## config.mk

```make
export PLATFORM = sky130hd
export DESIGN_NAME = stoem_monitor
export DESIGN_NICKNAME = d
export VERILOG_FILES = /design/src/rtl/stoem_pkg.sv /design/src/rtl/stoem_monitor.sv
export VERILOG_INCLUDE_DIRS = /design/src /design/src/rtl
export SDC_FILE = /design/constraint.sdc
export NUM_CORES = 1
export LEC_CHECK = 0
export ABC_AREA = 1
export BUFFER_PORTS_ARGS = -buffer_cell sky130_fd_sc_hd__buf_2
export CORE_MARGIN = 4
export CORE_UTILIZATION = 40
export CTS_CLUSTER_DIAMETER = 120
export DETAILED_ROUTE_END_ITERATION = 6
export HOLD_SLACK_MARGIN = 0.08
export PLACE_DENSITY = 0.72
export SETUP_SLACK_MARGIN = 0.4
export SYNTH_ARGS = -nofsm -noshare
export SYNTH_HDL_FRONTEND = slang
export SYNTH_SLANG_ARGS = --single-unit
```

## constraint.sdc

```tcl
create_clock -name sys_clk -period 4.9 [get_ports sys_clk]
set_input_delay 0.49 -clock sys_clk [delete_from_list [all_inputs] [get_ports sys_clk]]
set_output_delay 0.49 -clock sys_clk [all_outputs]
set_load 0.02 [all_outputs]
```

## src/rtl/stoem_consts.svh

```systemverilog
`ifndef STOEM_CONSTS_SVH
`define STOEM_CONSTS_SVH

// ****************************************************************
// Axis count and timing.
// ****************************************************************
`define STOEM_NAX               3
`define STOEM_CNT_W             24
`define STOEM_CLK_HZ            100000000
`define STOEM_REACT_DELAY_MS    100
`define STOEM_REACT_DELAY_CYC   (`STOEM_CLK_HZ / 1000 * `STOEM_REACT_DELAY_MS)
`define STOEM_HW_OFF_MAX_MS     5
`define STOEM_SW_OFF_MAX_MS     3

// ****************************************************************
// Register byte offsets.
// ****************************************************************
`define STOEM_ADDR_W            8
`define STOEM_OFS_CFG           8'h00
`define STOEM_OFS_CTRL          8'h04
`define STOEM_OFS_STAT          8'h08
`define STOEM_OFS_IO            8'h0C
`define STOEM_OFS_INT_STAT      8'h10
`define STOEM_OFS_INT_MASK      8'h14
`define STOEM_OFS_EVID          8'h18

// ****************************************************************
// Field positions.
// ****************************************************************
`define STOEM_CFG_REACT_LSB     0
`define STOEM_CFG_THREE_AX_BIT  8
`define STOEM_CTRL_ACK_LSB      0
`define STOEM_STAT_ERR_OFF_LSB  0
`define STOEM_STAT_WARN_LSB     4
`define STOEM_STAT_ERR_ON_LSB   8
`define STOEM_STAT_ZSW15_LSB    12
`define STOEM_STAT_REQ_LSB      16
`define STOEM_IO_CHA_LSB        0
`define STOEM_IO_CHB_LSB        4
`define STOEM_IO_SOB_LSB        8
`define STOEM_INT_W             9

// ****************************************************************
// Reset values and event reporting.
// ****************************************************************
`define STOEM_RST_REACT         3'h0
`define STOEM_RST_THREE_AX      1'h0
`define STOEM_RST_INT_MASK      9'h000
`define STOEM_EVENT_ID          8'hE1
`define STOEM_WARN_WORD         4'h8
`define STOEM_WARN_BIT          4'h1
`define STOEM_OBJ_REACTION      16'h22FB
`define STOEM_OBJ_STATUS_WORD   16'h6041
`define STOEM_OBJ_DIG_INPUTS    16'h60FD

`endif

```

## src/rtl/stoem_pkg.sv

```systemverilog
`include "stoem_consts.svh"

`default_nettype none

package stoem_pkg;

    // ****************************************************************
    // Complete state of the monitor.
    // ****************************************************************
    typedef struct packed {
        logic [`STOEM_NAX-1:0]                    a1;
        logic [`STOEM_NAX-1:0]                    a2;
        logic [`STOEM_NAX-1:0]                    a3;
        logic [`STOEM_NAX-1:0]                    b1;
        logic [`STOEM_NAX-1:0]                    b2;
        logic [`STOEM_NAX-1:0]                    b3;
        logic [`STOEM_NAX-1:0]                    s1;
        logic [`STOEM_NAX-1:0]                    s2;
        logic [`STOEM_NAX-1:0]                    s3;
        logic [`STOEM_NAX-1:0]                    af;
        logic [`STOEM_NAX-1:0]                    bf;
        logic [`STOEM_NAX-1:0]                    sf;
        logic [`STOEM_NAX-1:0]                    req;
        logic [`STOEM_NAX-1:0]                    cls_off;
        logic [`STOEM_NAX-1:0]                    fired;
        logic [`STOEM_NAX-1:0][`STOEM_CNT_W-1:0]  cnt;
        logic [`STOEM_NAX-1:0]                    zsw15;
        logic [`STOEM_NAX-1:0]                    err_off;
        logic [`STOEM_NAX-1:0]                    warn_off;
        logic [`STOEM_NAX-1:0]                    err_on;
        logic [`STOEM_NAX-1:0]                    torque_off;
        logic [`STOEM_NAX-1:0]                    pstage_en;
        logic [`STOEM_NAX-1:0]                    brake;
        logic [`STOEM_NAX-1:0]                    loops_en;
        logic [`STOEM_NAX-1:0]                    reaction;
        logic                                     three_axis;
        logic [`STOEM_INT_W-1:0]                  int_stat;
        logic [`STOEM_INT_W-1:0]                  int_mask;
        logic                                     pready;
        logic                                     pslverr;
        logic [31:0]                              prdata;
        logic                                     irq;
    } stoem_state_s;

endpackage

`default_nettype wire

```

## src/rtl/stoem_monitor.sv

```systemverilog
// Summary of operation
// - Torque-off request is active when channel A or B or both are low.
// - A safety option board torque-off command also counts as an active request.
// - Input-triggered error or warning reaction waits 100 ms after request activation; a board command reacts one cycle after activation instead.
// - Hardware torque-off output follows the request well within 5 ms.
// - Power stage disabled and brake engaged within 3 ms of a request.
// - Power-off-state request raises the error when the reaction setting is 1.
// - Power-off-state request raises the warning when the reaction setting is 0.
// - Reaction setting per axis is software writable configuration.
// - After the delay the profile status word bit 15 shows the event; on a board command the code sets it one cycle after activation.
// - Power-on attempt in error state with request present raises the active error.
// - Request during an ongoing power-on from power-off counts as powered state.
// - Power-off state means the switch-on-disabled state of the profile machine.
// - Channel states are readable by software.
// - On the three-axis variant axis 3 uses the channels of axis 2.
// - On error the control loops are disabled; the error is acknowledgeable.
// - Error reports event identifier 225 and warning word 8 bit 1.
//
// The implementer's own choices: the APB register port and the register offsets.

`include "stoem_consts.svh"

`default_nettype none

module stoem_monitor
    import stoem_pkg::*;
#(
    parameter int unsigned REACT_DELAY_CYCLES = `STOEM_REACT_DELAY_CYC
) (
    input  wire logic                      sys_clk,
    input  wire logic                      rst,
    input  wire logic [`STOEM_NAX-1:0]     sto_a_n,
    input  wire logic [`STOEM_NAX-1:0]     sto_b_n,
    input  wire logic [`STOEM_NAX-1:0]     safety_option_board_sto,
    input  wire logic [`STOEM_NAX-1:0]     axis_switch_on_disabled,
    input  wire logic [`STOEM_NAX-1:0]     axis_power_on_pending,
    input  wire logic [`STOEM_NAX-1:0]     axis_power_on_req,
    input  wire logic                      psel,
    input  wire logic                      penable,
    input  wire logic                      pwrite,
    input  wire logic [`STOEM_ADDR_W-1:0]  paddr,
    input  wire logic [31:0]               pwdata,
    output logic      [31:0]               prdata,
    output logic                           pready,
    output logic                           pslverr,
    output logic      [`STOEM_NAX-1:0]     torque_off,
    output logic      [`STOEM_NAX-1:0]     power_stage_en,
    output logic      [`STOEM_NAX-1:0]     brake_engage,
    output logic      [`STOEM_NAX-1:0]     control_loops_en,
    output logic      [`STOEM_NAX-1:0]     profile_status_word_bit15,
    output logic      [`STOEM_NAX-1:0]     err_power_off,
    output logic      [`STOEM_NAX-1:0]     warn_power_off,
    output logic      [`STOEM_NAX-1:0]     err_sto_active,
    output logic                           irq
);

    localparam logic [`STOEM_CNT_W-1:0] DLY = REACT_DELAY_CYCLES[`STOEM_CNT_W-1:0];

    stoem_state_s s;
    stoem_state_s next_s;

    logic [`STOEM_NAX-1:0] rq;

    // ****************************************************************
    // Next-state logic.
    // ****************************************************************
    always_comb begin
        logic                    acc;
        logic                    wr;
        logic [`STOEM_NAX-1:0]   ack;
        logic [`STOEM_INT_W-1:0] int_clr;
        logic [`STOEM_INT_W-1:0] int_set;
        logic                    fire;
        int                      p;
        acc     = psel & penable;
        wr      = acc & s.pready & pwrite;
        ack     = '0;
        int_clr = '0;
        int_set = '0;
        fire    = 1'b0;
        p       = 0;
        rq      = '0;
        next_s  = s;

        // Three-stage pin synchronisers; a change counts once stages two and three agree.
        next_s.a1 = sto_a_n;
        next_s.a2 = s.a1;
        next_s.a3 = s.a2;
        next_s.b1 = sto_b_n;
        next_s.b2 = s.b1;
        next_s.b3 = s.b2;
        next_s.s1 = safety_option_board_sto;
        next_s.s2 = s.s1;
        next_s.s3 = s.s2;
        for (int i = 0; i < `STOEM_NAX; i++) begin
            if (s.a2[i] == s.a3[i]) begin
                next_s.af[i] = s.a3[i];
            end
            if (s.b2[i] == s.b3[i]) begin
                next_s.bf[i] = s.b3[i];
            end
            if (s.s2[i] == s.s3[i]) begin
                next_s.sf[i] = s.s3[i];
            end
        end

        // APB slave with one wait state; reads are registered.
        next_s.pready  = acc & ~s.pready;
        next_s.pslverr = 1'b0;
        next_s.prdata  = 32'h00000000;
        if (acc && !s.pready) begin
            unique case (paddr)
                `STOEM_OFS_CFG: begin
                    next_s.prdata = (32'(s.reaction) << `STOEM_CFG_REACT_LSB)
                                  | (32'(s.three_axis) << `STOEM_CFG_THREE_AX_BIT);
                end
                `STOEM_OFS_CTRL: begin
                    next_s.prdata = 32'h00000000;
                end
                `STOEM_OFS_STAT: begin
                    next_s.prdata = (32'(s.err_off) << `STOEM_STAT_ERR_OFF_LSB)
                                  | (32'(s.warn_off) << `STOEM_STAT_WARN_LSB)
                                  | (32'(s.err_on) << `STOEM_STAT_ERR_ON_LSB)
                                  | (32'(s.zsw15) << `STOEM_STAT_ZSW15_LSB)
                                  | (32'(s.req) << `STOEM_STAT_REQ_LSB);
                end
                `STOEM_OFS_IO: begin
                    next_s.prdata = (32'(s.af) << `STOEM_IO_CHA_LSB)
                                  | (32'(s.bf) << `STOEM_IO_CHB_LSB)
                                  | (32'(s.sf) << `STOEM_IO_SOB_LSB);
                end
                `STOEM_OFS_INT_STAT: begin
                    next_s.prdata = 32'(s.int_stat);
                end
                `STOEM_OFS_INT_MASK: begin
                    next_s.prdata = 32'(s.int_mask);
                end
                `STOEM_OFS_EVID: begin
                    next_s.prdata = {16'h0000, `STOEM_WARN_BIT, `STOEM_WARN_WORD, `STOEM_EVENT_ID};
                end
                default: begin
                    next_s.pslverr = 1'b1;
                end
            endcase
        end
        if (wr) begin
            unique case (paddr)
                `STOEM_OFS_CFG: begin
                    next_s.reaction   = pwdata[`STOEM_CFG_REACT_LSB +: `STOEM_NAX];
                    next_s.three_axis = pwdata[`STOEM_CFG_THREE_AX_BIT];
                end
                `STOEM_OFS_CTRL: begin
                    ack = pwdata[`STOEM_CTRL_ACK_LSB +: `STOEM_NAX];
                end
                `STOEM_OFS_INT_STAT: begin
                    int_clr = pwdata[`STOEM_INT_W-1:0];
                end
                `STOEM_OFS_INT_MASK: begin
                    next_s.int_mask = pwdata[`STOEM_INT_W-1:0];
                end
                default: begin
                end
            endcase
        end

        // Per-axis request evaluation and delayed reaction.
        for (int i = 0; i < `STOEM_NAX; i++) begin
            p     = (i == 2 && s.three_axis) ? 1 : i;
            rq[i] = ~s.af[p] | ~s.bf[p] | s.sf[i];
            next_s.req[i] = rq[i];
            if (rq[i] && !s.req[i]) begin
                next_s.cls_off[i] = axis_switch_on_disabled[i] & ~axis_power_on_pending[i];
            end else if (rq[i] && !s.fired[i] && axis_switch_on_disabled[i] && !axis_power_on_pending[i]) begin
                next_s.cls_off[i] = 1'b1;
            end
            fire = 1'b0;
            if (!rq[i]) begin
                next_s.cnt[i]      = '0;
                next_s.fired[i]    = 1'b0;
                next_s.zsw15[i]    = 1'b0;
                next_s.warn_off[i] = 1'b0;
                if (ack[i]) begin
                    next_s.err_off[i] = 1'b0;
                    next_s.err_on[i]  = 1'b0;
                end
            end else if (!s.fired[i]) begin
                next_s.cnt[i] = s.cnt[i] + 24'h000001;
                fire = s.req[i] & (s.sf[i] | (s.cnt[i] == DLY));
            end
            if (fire) begin
                next_s.fired[i] = 1'b1;
                next_s.zsw15[i] = 1'b1;
                if (s.cls_off[i] && s.reaction[i]) begin
                    next_s.err_off[i] = 1'b1;
                    int_set[i]        = 1'b1;
                end else if (s.cls_off[i]) begin
                    next_s.warn_off[i] = 1'b1;
                    int_set[i + 3]     = 1'b1;
                end else begin
                    next_s.err_on[i] = 1'b1;
                    int_set[i + 6]   = 1'b1;
                end
            end
            if (axis_power_on_req[i] && rq[i] && (s.err_off[i] || s.err_on[i])) begin
                next_s.err_on[i] = 1'b1;
                int_set[i + 6]   = 1'b1;
            end
            next_s.torque_off[i] = rq[i];
            next_s.brake[i]      = rq[i];
            next_s.pstage_en[i]  = ~rq[i] & ~next_s.err_off[i] & ~next_s.err_on[i];
            next_s.loops_en[i]   = ~next_s.err_off[i] & ~next_s.err_on[i];
        end

        // Sticky interrupt flags; a new event wins over a clear.
        next_s.int_stat = (s.int_stat & ~int_clr) | int_set;
        next_s.irq      = |(next_s.int_stat & next_s.int_mask);
    end

    // ****************************************************************
    // State register.
    // ****************************************************************
    always_ff @(posedge sys_clk or posedge rst) begin
        if (rst) begin
            s            <= '0;
            s.a1         <= '1;
            s.a2         <= '1;
            s.a3         <= '1;
            s.b1         <= '1;
            s.b2         <= '1;
            s.b3         <= '1;
            s.af         <= '1;
            s.bf         <= '1;
            s.pstage_en  <= '1;
            s.loops_en   <= '1;
            s.reaction   <= `STOEM_RST_REACT;
            s.three_axis <= `STOEM_RST_THREE_AX;
            s.int_mask   <= `STOEM_RST_INT_MASK;
        end else begin
            s <= next_s;
        end
    end

    assign prdata                    = s.prdata;
    assign pready                    = s.pready;
    assign pslverr                   = s.pslverr;
    assign torque_off                = s.torque_off;
    assign power_stage_en            = s.pstage_en;
    assign brake_engage              = s.brake;
    assign control_loops_en          = s.loops_en;
    assign profile_status_word_bit15 = s.zsw15;
    assign err_power_off             = s.err_off;
    assign warn_power_off            = s.warn_off;
    assign err_sto_active            = s.err_on;
    assign irq                       = s.irq;
endmodule

`default_nettype wire

```

==> results.md, run 1 <==
Yosys:
- Summing the sequential cell areas from Yosys gives 50.5% of the chip area.
- The synthesized instance count is between 1000 and 1500.
- The predominant post-synthesis flop cell is sky130_fd_sc_hd__dfrtp_1.
- The mean instance size in the synthesized netlist is 8.43 um^2.
- The synthesized design contains 175 register bits.
- The synthesized design devotes to its leading area cell type 41.5% of total area.
- The number of synthesized flops with an enable pin is 0.
- The cell area that synthesis handed to floorplanning was 8740 um^2.
- Yosys attributes the largest share of cell area to sky130_fd_sc_hd__dfrtp_1 (42%), sky130_fd_sc_hd__nand2_1 (9.8%), sky130_fd_sc_hd__dfstp_2 (9.0%).
- In the synthesized netlist the async set-or-reset flop fraction comes to between 90% and 100%.
- The leading area contributor after synthesis is sky130_fd_sc_hd__dfrtp_1.
- The total of warnings raised by yosys is 0.
- The number of unique standard cell types used by synthesis is 50.

Setup path:
- The arrival time reported for the critical path endpoint is 2.71 ns.
- In this run the critical register-to-register path is captured at s[122].
- The largest single stage delay on the critical path is 0.58 ns.
- The setup slack of the worst register-to-register path is 2.51 ns.
- For the worst setup path, the data required time is between 5 and 6 ns.
- The slowest stage cell on the critical path is sky130_fd_sc_hd__dfstp_2.
- The number of buffers and inverters on the critical path is 0.
- The critical path is of the register to register type.
- The element type at the critical path start is a register.
- The cell depth of the worst flop-to-flop path is 8.
- The top cell family by delay on the critical path is simple AND/OR/NAND/NOR gates.
- The signal on the critical path passes through nand3_2 > nand2_1 > nand3_1 > nor2_2 > nand3_2 > nor2_2 > a21oi_1 > o21a_1.
- In this run the worst path has a maximum fanout of 24.
- STA classifies the critical path endpoint as a register.
- The launching point of the worst reg2reg path is s[166].

Die:
- The die span in x is roughly 160 um.
- Pin placement for this block handled between 100 and 150 I/O pins.
- The number of standard-cell rows in the floorplan is 53.
- Measured along the y axis, the die boundary spans 156 um.
- The area enclosed by the die boundary is 24300 um^2.
- The standard cell core area is 21300 um^2.
- The initial cell density of the core is 41.1%.

Clock network:
- The clock latency of the later-clocked register in the worst-skew pair is 0.43 ns.
- The clock tree from TritonCTS is done.
- The number of resized instances in the post-cts repair step is 0.
- The CTS root buffer is sky130_fd_sc_hd__clkbuf_16.
- Counting along the longest clock path gives a buffer depth of 2.
- The clock net in this run drives a total of 175 sinks.
- In this run the post-CTS setup repair buffer count came out at 0.
- The H-tree was split into 4 levels.
- Buffers inserted to repair hold after CTS numbered 0.
- The clock slew at the register clock pins of the worst setup and hold paths is roughly 0.07 ns.
- The TritonCTS buffer count is 17.

Timing:
- The number of max-slew violations in the final report is 0.
- At the pin with the least slew margin, the transition time is 1.00 ns.
- The routed design could run at a clock period as short as 2.39 ns.
- Measured against its own limit, the worst slew margin works out to ~33%.
- The number of hold violations in the final report is 0.
- Setup repair after global routing left no endpoint under its margin.
- The aggregate negative setup slack is 0 ns.
- Setup violations remaining at the end of the flow were counted as 0.
- The peak clock frequency supported by timing is 418 MHz.
- The worst clock skew is 0.00755 ns.
- The tightest hold path in the finished design has a slack of 0.153 ns.
- The share of the clock period used by the worst path is 48.8%.

Hold path:
- In this run the worst hold path is classified as input pin to register.
- The worst hold path depth is 1.
- The end point of the most critical hold path is next_s[193].
- The startpoint of the lowest-slack hold path is sto_a_n[1].

Finish:
- 0 antenna diodes ended up in the layout.
- The post-route netlist has approximately 18% of its cells at a drive strength greater than 1.
- Relative to the synthesized area, the layout overhead comes to 10.6%.
- The filler cell count is 2048.
- In the layout the commonest cells are sky130_fd_sc_hd__nand2_1 (229), sky130_fd_sc_hd__dfrtp_1 (145), sky130_fd_sc_hd__inv_1 (114).
- The final layout net count is 1157.
- The post-route cell area is 9670 um^2.
- The most frequent standard cell in the layout excluding fill and tap cells is sky130_fd_sc_hd__nand2_1.

Routing:
- In this run, the number of DRC markers left after iteration 0 of detailed routing was 567.
- The count of TritonRoute iterations in the first routing pass is 6.
- The routed length per instance is 14.7 um.
- The count of nets left with antenna violations once routing finished came out at 0.
- For this block, the via count after detailed routing is 6944.
- For this run, design rule violations remaining after detail routing come to 0.
- The via density per instance is 5.05.
- For this block, the routed nets add up to 20200 um of wire.

Global routing:
- The total routing usage reported by global routing is 16.8%.
- The global-route wire length before repair is 33000 um.
- The initial antenna violation count was 0.
- The via count of the first global-routing pass is 6614.
- The global-route congestion overflow total is 0.
- Entering global routing, the biggest net connects about 180 pins.

Job:
- The number of violations of the max-capacitance limit is 0.

Power and ir drop:
- The static leakage is 4.55 nW.
- The power density relative to cell area is 350 nW/um^2.
- The worst vdd rail ir drop is 0.219 mV.

Placement:
- Port buffering added 84 buffers.
- The total half-perimeter wirelength after legalization and detailed placement is 14500 um.
- After detailed placement, the total cell area comes to between 9000 and 10000 um^2.
- At the end of routability-driven placement, the weighted congestion stood at 0.859.

Status:
- The run finished with clean final reports.
==> how the worst max path moves through the flow <==
stage,from,to,slack [ns],cells past startpoint
5_1_grt,s[166],s[122],2.25,8
2_1_floorplan,rst,brake_engage[0],2.20,1
4_1_cts,s[166],s[122],2.49,8
3_5_place_dp,s[166],s[122],2.50,8
6_report,s[166],s[122],2.51,8
3_3_place_gp,s[166],s[122],2.54,8
==> state kept, by name, summed over array words and instances, names as in the netlist, 3 cells and up <==
name              count
power_stage_en        3
err_power_off         3
warn_power_off        3
next_s               18
s                   117
prdata               18
err_sto_active        3
control_loops_en      3
brake_engage          3
==> layout make-up <==
type,instances,area (um^2),share of cell area (%)
Timing Repair Buffer,86,448,4.63
Multi-Input combinational cell,685,3420,35.4
Inverter,123,470,4.86
Clock buffer,18,439,4.54
Clock inverter,14,134,1.38
Tap cell,275,344,3.56
Sequential cell,175,4420,45.7
==> metrics by stage <==
| step | setup slack (ns) | utilization, % | power (mW) | std cells |
|---|---|---|---|---|
| floorplan | 2.20 | - | 1.99 | 1050 |
| global placement | 2.54 | 42.7 | 2.08 | 1344 |
| detailed placement | 2.50 | 42.7 | 2.09 | 1344 |
| CTS | 2.49 | 45.4 | 3.40 | 1376 |
| global route | 2.25 | 45.4 | 3.53 | 1376 |
| finish | 2.51 | 45.4 | 3.38 | 1376 |
==> worst reg2reg max path, delay by kind of cell, from the launching register on <==
family / cells / cell delay [ns]
compound gates: 2 / 0.19
flops: 1 / 0.58
simple gates: 6 / 1.52
==> where the power goes <==
group          total [mW]  switching [mW]  internal, mW
registers            1.66           0.112          1.55
logic               0.412           0.286         0.125
clock network        1.31           0.588         0.722
total                3.38           0.987          2.39
==> metal layers <==
metal  track usage, %  wire (um)  vias up
li1                 -          -     3434
met1             23.1       9530     3292
met2             26.9       9260      198
met3             3.86       1100       20
met4             4.42        292        0
met5                0          0        -
==> cells in the mapped netlist, types with 5 or more instances <==
cell type and n:
sky130_fd_sc_hd__nand3_1 53, sky130_fd_sc_hd__dfstp_2 30, sky130_fd_sc_hd__nor3_2 5, sky130_fd_sc_hd__buf_4 57, sky130_fd_sc_hd__maj3_1 9, sky130_fd_sc_hd__nor2_2 8, sky130_fd_sc_hd__nand3_2 6, sky130_fd_sc_hd__dfrtp_1 145
sky130_fd_sc_hd__nand2_2 9, sky130_fd_sc_hd__o21ai_2 7, sky130_fd_sc_hd__nand4_1 24, sky130_fd_sc_hd__a21oi_1 52, sky130_fd_sc_hd__a31oi_1 9, sky130_fd_sc_hd__ha_1 6, sky130_fd_sc_hd__inv_1 115, sky130_fd_sc_hd__nor2_1 106
sky130_fd_sc_hd__nand2_1 229, sky130_fd_sc_hd__o21ai_0 66, sky130_fd_sc_hd__nor3_1 38, sky130_fd_sc_hd__nor4_1 8
==> kinds of logic after synthesis <==
family / count (synthesis) / share of synthesized area, %
buffers and inverters: 190 / 10.9
XOR/XNOR: 4 / 0.401
other: 1 / 0.0429
adder cells (fa/ha/maj): 15 / 1.89
AO/OA/AOI/OAI: 151 / 9.80
AND/OR/NAND/NOR: 501 / 26.4
flip-flops: 175 / 50.5
Note: power is estimated with default switching activity, not from simulation.
==> run 2: changes to the inputs <==
- ABC_AREA: 1 -> 0
- PLACE_DENSITY: 0.72 -> 0.73
- clock period: 4.9 -> 2 ns (I/O delays scaled with it)
==> results.md, run 2 <==
Status:
- The run finished, with violations left.
- The checks that failed: DRC, setup timing.

Setup path:
- The worst setup path is of the register to register kind.
- The arrival time reported for the critical path endpoint is 2.47 ns (-0.24 ns).
- The element type at the critical path start is a register.
- The required time of the critical path is 2.36 ns (-2.87 ns).
- The maximum fanout encountered on the critical timing path came to 3 (-88%).
- The type of destination of the critical path is a register.

Global routing:
- The maximum number of pins on one net before global-route repair is 69 (-61%).
- The global-route congestion overflow total is 0 (unchanged).
- The initial antenna violation count is 1 (+1).
- The total routing usage reported by global routing is 18.5% (+1.7 points).
- The via count of the first global-routing pass is 6272 (-5.2%).
- The global-route wire length before repair is 32700 um (-0.71%).

Timing:
- The share of the clock period used by the worst path is 106% (+57 points).
- The count of endpoints failing setup in the final report is 5 (+5).
- The peak clock frequency supported by timing is 474 MHz (+13%).
- The number of hold violations in the final report is 0 (unchanged).
- The final worst-path setup slack is -0.111 ns (-2.62 ns).
- The aggregate negative setup slack is -0.338 ns (-0.338 ns).
- The worst clock skew was 0.00935 ns (+0.00181 ns).
- Setup repair after global routing could not meet its margin everywhere.
- The number of max-slew violations in the final report is 0 (unchanged).
- The post-route minimum period came to 2.11 ns (-0.279 ns).

Clock network:
- The clock latency of the later-clocked register in the worst-skew pair is 0.43 ns (about the same).
- The CTS root buffer is sky130_fd_sc_hd__clkbuf_16.
- The TritonCTS buffer count came to 17 (unchanged).
- The maximum level of the CTS H-tree is 4 (unchanged).
- The clock slew at the register clock pins of the worst setup and hold paths was 0.07 ns (about the same).
- The clock tree from TritonCTS is done.
- The deepest clock path buffer count is 2 (unchanged).
- The sink count of the clock tree is 175 (unchanged).

Yosys:
- The combinational family with the most area after synthesis is simple AND/OR/NAND/NOR gates.
- The synthesized-area fraction occupied by ao, oa, aoi and oai cells is 7.41% (-2.4 points).
- The number of flip-flops and latches in the synthesized netlist came to 175 (unchanged).
- The proportion of synthesized flip-flops having asynchronous set or reset is 100% (unchanged).
- The number of unique standard cell types used by synthesis is 62 (+24%).
- Of all cell types, the one taking the most synthesized area is sky130_fd_sc_hd__dfrtp_1.
- The mean instance size in the synthesized netlist was 10.6 um^2 (+25%).
- The number of synthesized flops with an enable pin came to 0 (unchanged).
- The sequential fraction of the synthesis area is 54.2% (+3.6 points).
- The adder-cell area share of the yosys netlist is 2.03% (+0.14 points).
- By count the netlist is led by sky130_fd_sc_hd__dfrtp_1 (145), sky130_fd_sc_hd__nor2_1 (111), sky130_fd_sc_hd__buf_4 (56).
- The simple logic cell fraction of the synthesized area is 20.0% (-6.4 points).
- The top-area cell type share of the netlist area is 44.5% (+3.0 points).
- The total of warnings raised by yosys came to 0 (unchanged).
- The parity-gate share of the synthesized area counting xor and xnor cells is 6.55% (+6.2 points).
- By area the synthesized netlist is led by sky130_fd_sc_hd__dfrtp_1 (44%), sky130_fd_sc_hd__dfstp_2 (9.7%), sky130_fd_sc_hd__buf_4 (5.2%).
- The post-synthesis mux area share is 2.36% (+2.4 points).
- The predominant post-synthesis flop cell is sky130_fd_sc_hd__dfrtp_1.
- The netlist area before placement is 8160 um^2 (-6.7%).
- The most common cell in the synthesized netlist is sky130_fd_sc_hd__dfrtp_1.
- The synthesized instance count came to 771 (-26%).

Finish:
- The final layout net count is 1032 (-11%).
- The fraction of the core area covered by cells at the end of the flow is 57.2% (+12 points).
- The most frequent standard cell in the layout excluding fill and tap cells is sky130_fd_sc_hd__dfrtp_1.
- The number of flip-flops under the largest register name is 117 (unchanged).
- The filler cell count is 1553 (-24%).
- Leaving out fill and tap cells, the most frequent cells in the layout are sky130_fd_sc_hd__dfrtp_1 (136), sky130_fd_sc_hd__nor2_1 (95), sky130_fd_sc_hd__buf_4 (91).
- From synthesis to final layout, the design area changed by 38.8%.
- The share of final-layout standard cells stronger than drive strength 1 is 43.4% (+25 points).
- The register with the most flip-flops in the final layout is s.

Placement:
- The placer's final routability congestion estimate was 0.862 (+0.35%).
- The number of buffer cells added on primary ports is 84 (unchanged).
- The total half-perimeter wirelength after legalization and detailed placement came to 13800 um (-4.7%).

Power and ir drop:
- The post-layout total power was 9.60 mW (+180%).
- The worst vdd rail ir drop is 0.665 mV (+200%).
- The static leakage is 5.18 nW (+14%).
- The power density relative to cell area came to 848 nW/um^2 (+140%).

Routing:
- The number of nets with antenna violations after routing is 0 (unchanged).
- The wire length reported by the detailed router came to 22600 um (+12%).
- The count of TritonRoute iterations in the first routing pass is 7 (+1).
- The starting DRC count in detailed routing came to 539 (-4.9%).
- The vias after detailed routing came to 6583 (-5.2%).
- The via density per instance is 5.30 (+5.0%).
- The remaining design rule violation count is 2 (+2).
- The routed length per instance is 18.2 um (+24%).

Die:
- The chip height is 151 um (-3.2%).
- The area enclosed by the die boundary is 22700 um^2 (-6.4%).
- The initial cell density of the core came to 41.2% (+0.16 points).
- The standard cell core area is 19800 um^2 (-7.1%).
- The number of I/O pins is 122 (unchanged).
- The die span in x is 151 um (-3.2%).
- The number of standard-cell rows in the floorplan is 51 (-3.8%).

Job:
- The number of violations of the max-capacitance limit is 0 (unchanged).

Hold path:
- The type of the tightest min-delay check is input pin to register.
==> run 2: critical path: stages, from the launching register on <==
cell and delay, ns:
sky130_fd_sc_hd__dfrtp_1 0.39, sky130_fd_sc_hd__or4b_4 0.55, sky130_fd_sc_hd__nor4_4 0.33, sky130_fd_sc_hd__a41o_1 0.32, sky130_fd_sc_hd__a32oi_2 0.14, sky130_fd_sc_hd__o22a_1 0.22, sky130_fd_sc_hd__nand4_1 0.09
==> run 2: power by group <==
part	internal [mW]	switching, mW
logic	0.748	0.860
registers	3.81	0.297
clock network	2.52	1.36
==> run 2: metrics by stage <==
| step | std cells | setup WS [ns] | area [um^2] | hold WS (ns) |
|---|---|---|---|---|
| 6_report | 1242 | -0.111 | 11300 | 0.115 |
| 5_1_grt | 1242 | -0.165 | 11300 | 0.100 |
| 4_1_cts | 1200 | -0.00965 | 10600 | 0.0931 |
| 3_5_place_dp | 1115 | -0.196 | 9100 | 0.224 |
| 3_3_place_gp | 1115 | -0.147 | 9100 | 0.220 |
| 2_1_floorplan | 784 | -0.414 | 8400 | 0.204 |
==> run 2: cell families after synthesis <==
kind of cell	count (synthesis)
AOI/OAI and AO/OA	87
muxes	18
DFF	175
and+or+nand+nor	309
buffers and inverters	105
adders and majority gates	15
xor gates and xnor gates	61
other	1
==> run 2: area by class of cell <==
type | instances | area (um^2) | share of cell area, %
clock buffer | 24 | 502 | 4.43
clock inverter | 8 | 198 | 1.75
sequential | 175 | 4430 | 39.1
antenna | 1 | 2.50 | 0.0221
inverter | 30 | 116 | 1.03
tap | 265 | 332 | 2.93
timing repair buffer | 235 | 1820 | 16.1
multi-input combinational | 504 | 3920 | 34.7
==> run 2: timing repair <==
action,in CTS,in global routing
buffers inserted,29,40
pin swaps,44,66
hold buffers,24,0
endpoints found under the hold margin,37,0
cloned,0,1
resized for setup,63,104
endpoints found under the setup margin,70,91
==> run 2: final timing paths <==
| check | end | slack [ns] | cells after the start | from |
|---|---|---|---|---|
| max in group asynchronous | power_stage_en[0] | 0.98 | 4 | rst |
| setup reg to reg | irq | -0.11 | 6 | s[110] |
| setup / recovery | irq | -0.11 | 6 | s[110] |
| hold reg to reg | next_s[171] | 0.35 | 0 | next_s[174] |
| min in group asynchronous | next_s[173] | 0.32 | 3 | rst |
| hold / removal | s[40] | 0.11 | 2 | pwdata[5] |
==> run 2: routing by layer <==
layer,vias up,track usage (%),routed length [um]
li1,2971,-,-
met1,3251,25.3,9270
met2,302,29.0,11100
met3,59,3.68,1530
met4,0,7.30,738
met5,-,0,0
==> run 3: changes to the inputs <==
- PLACE_DENSITY: 0.73 -> 0.61
==> results.md, run 3 (synthesis results as in run 2) <==
Timing:
- The worst clock skew is 0.0121 ns (+0.00274 ns).
- The peak clock frequency supported by timing is 481 MHz (+1.5%).
- The number of hold violations in the final report is 0 (unchanged).
- The number of max-slew violations in the final report is 0 (unchanged).
- Setup repair after global routing could not meet its margin everywhere.
- Measured against its own limit, the worst slew margin works out to 60.5%.
- For the pin with the worst max-slew slack, the measured transition is approximately 0.6 ns.
- The post-route minimum period came to 2.08 ns (-0.0310 ns).
- The final worst-path setup slack is -0.0798 ns (+0.0310 ns).
- The count of endpoints failing setup in the final report came to 4 (-1).
- The share of the clock period used by the worst path is 104% (-1.6 points).

Setup path:
- The critical path goes through or4_4 > nor4_4 > buf_4 > a31o_4 > a22oi_2 > o22a_1 > nand4_1.
- The setup slack of the worst register-to-register path came to -0.08 ns (+0.03 ns).
- The arrival time reported for the critical path endpoint is 2.45 ns (-0.02 ns).
- The launching point of the worst reg2reg path is s[127].
- The worst setup path is captured at a register.
- The maximum fanout encountered on the critical timing path is 2 (-1).
- The required time of the critical path was 2.37 ns (about the same).
- The slowest stage cell on the critical path is sky130_fd_sc_hd__or4_4.
- The worst setup path category is register to register.
- The worst setup path is launched from a register.
- The cell depth of the worst flop-to-flop path is 7 (+1).
- The terminus of the critical flop-to-flop path is irq.
- The start point of the critical path is s[127].
- The maximum cell stage delay along the critical path is 0.55 ns (about the same).

Clock network:
- The deepest clock path buffer count is 2 (unchanged).
- The sink count of the clock tree was 175 (unchanged).
- The clock latency of the later-clocked register in the worst-skew pair was 0.44 ns (about the same).
- The clock slew at the register clock pins of the worst setup and hold paths was 0.07 ns (about the same).
- CTS placed an instance of sky130_fd_sc_hd__clkbuf_16 at the clock tree root.
- The clock tree from TritonCTS is done.
- The maximum level of the CTS H-tree came to 4 (unchanged).
- The TritonCTS buffer count is 17 (unchanged).

Global routing:
- The via count of the first global-routing pass is 6394 (+1.9%).
- The total routing usage reported by global routing is 18.4% (-0.13 points).
- The maximum number of pins on one net before global-route repair was 108 (+57%).
- The global-route congestion overflow total came to 0 (unchanged).
- The global-route wire length before repair was 32700 um (-0.21%).
- The initial antenna violation count is 1 (unchanged).

Routing:
- The vias after detailed routing is 6200 (-5.8%).
- The number of nets with antenna violations after routing is 0 (unchanged).
- The via density per instance was 5.00 (-5.7%).
- The count of TritonRoute iterations in the first routing pass was 7 (unchanged).
- The wire length reported by the detailed router is 20200 um (-11%).
- The starting DRC count in detailed routing is 342 (-37%).
- The routed length per instance is 16.3 um (-11%).
- The remaining design rule violation count came to 0 (-2).

Placement:
- The total half-perimeter wirelength after legalization and detailed placement is 13500 um (-2.4%).
- The placed instance count is 1135 (+1.8%).
- The post-detailed-placement cell area is 9230 um^2 (+1.5%).
- The number of buffer cells added on primary ports is 84 (unchanged).
- The worst slack at placement came to -0.165 ns (+0.0316 ns).
- The placer's final routability congestion estimate is 0.817 (-5.2%).

Finish:
- The fraction of the core area covered by cells at the end of the flow is 56.5% (-0.73 points).
- The number of flip-flops under the largest register name is 117 (unchanged).
- The final standard cell count with taps included and fillers excluded is 1241 (-0.081%).
- The post-route cell area came to 11200 um^2 (-1.3%).
- Ranked by flip-flop count, first place goes to s.
- The share of final-layout standard cells stronger than drive strength 1 is 42.1% (-1.4 points).
- The area growth from synthesis to layout is 37.0%.
- Leaving out fill and tap cells, the most frequent cell in the layout is sky130_fd_sc_hd__dfrtp_1.
- Leaving out fill and tap cells, the most frequent cells in the layout are sky130_fd_sc_hd__dfrtp_1 (144), sky130_fd_sc_hd__nor2_1 (96), sky130_fd_sc_hd__buf_4 (93).
- The final layout net count came to 1031 (-0.097%).

Status:
- The checks that failed: setup timing.
- The run finished, with violations left.

Hold path:
- The end point of the most critical hold path is pready.
- The startpoint of the lowest-slack hold path is penable.
- The worst hold path depth is 4 (+2).
- The type of the tightest min-delay check is input pin to register.

Die:
- The area enclosed by the die boundary was 22700 um^2 (unchanged).
- The number of standard-cell rows in the floorplan came to 51 (unchanged).
- The initial cell density of the core is 41.2% (unchanged).
- The standard cell core area came to 19800 um^2 (unchanged).
- The number of I/O pins is 122 (unchanged).
- The die span in x is 151 um (unchanged).
- The chip height is 151 um (unchanged).

Power and ir drop:
- The static leakage is 5.07 nW (-2.1%).
- The post-layout total power came to 9.00 mW (-6.2%).
- The power density relative to cell area is 806 nW/um^2 (-5.0%).
- The worst vdd rail ir drop is 0.647 mV (-2.6%).

Job:
- The number of violations of the max-capacitance limit is 0 (unchanged).
-- run 3: cell types whose count changed in the layout (fill, tap and decap cells not counted), sizes merged --
cell,change
inv,+4
clkbuf,-4
buf,-1
dlygate4sd3,+1
bufinv,-6
clkinv,+5
-- run 3: per-stage QoR --
stage	TNS [ns]	hold WS, ns
2_1_floorplan	-60.11	0.204
3_3_place_gp	-0.157	0.304
3_5_place_dp	-0.171	0.306
4_1_cts	-0.0686	0.187
5_1_grt	-0.977	0.210
6_report	-0.168	0.194
-- run 3: where the power goes --
group | internal [mW] | total (mW) | switching [mW]
Sequential | 3.81 | 4.05 | 0.242
Clock | 1.87 | 3.33 | 1.46
Combinational | 0.787 | 1.62 | 0.832
Total | 6.47 | 9.00 | 2.54
-- run 3: worst max path at each step --
stage	end	slack, ns	depth (start not counted)
floorplan	brake_engage[0]	-0.41	1
global placement	irq	-0.16	8
detailed placement	irq	-0.16	8
CTS	irq	-0.05	6
global route	irq	-0.22	6
finish	irq	-0.08	7
-- run 3: layout make-up --
type	instances	area (um^2)
diodes	1	2.50
well taps	265	332
fillers	1706	8610
clock inverters	11	87.6
flip-flops and latches	175	4420
multi-input cells	504	3960
inverters	30	116
repair buffers	234	1750
clock buffers	21	514
-- run 3: metal layers --
metal | vias up | share of wire, % | global-route usage (%)
met5 | - | 0 | 0
met3 | 25 | 4.3 | 4.58
li1 | 2973 | - | -
met4 | 0 | 1.6 | 5.80
met1 | 3093 | 46 | 25.2
met2 | 109 | 48 | 28.7
-- run 3: repair_timing --
| item | in CTS | in global routing |
|---|---|---|
| hold buffers | 25 | 0 |
| endpoints found under the setup margin | 64 | 90 |
| buffers inserted | 24 | 24 |
| endpoints found under the hold margin | 172 | 0 |
| gates resized for setup | 59 | 96 |
| pin swaps | 36 | 48 |
-- run 3: critical path: cells and delay by family, from the launching register on --
family	cells	cell delay, ns
AOI/OAI and AO/OA	3	0.46
buffers and inverters	1	0.18
DFF	1	0.38
and+or+nand+nor	3	0.98
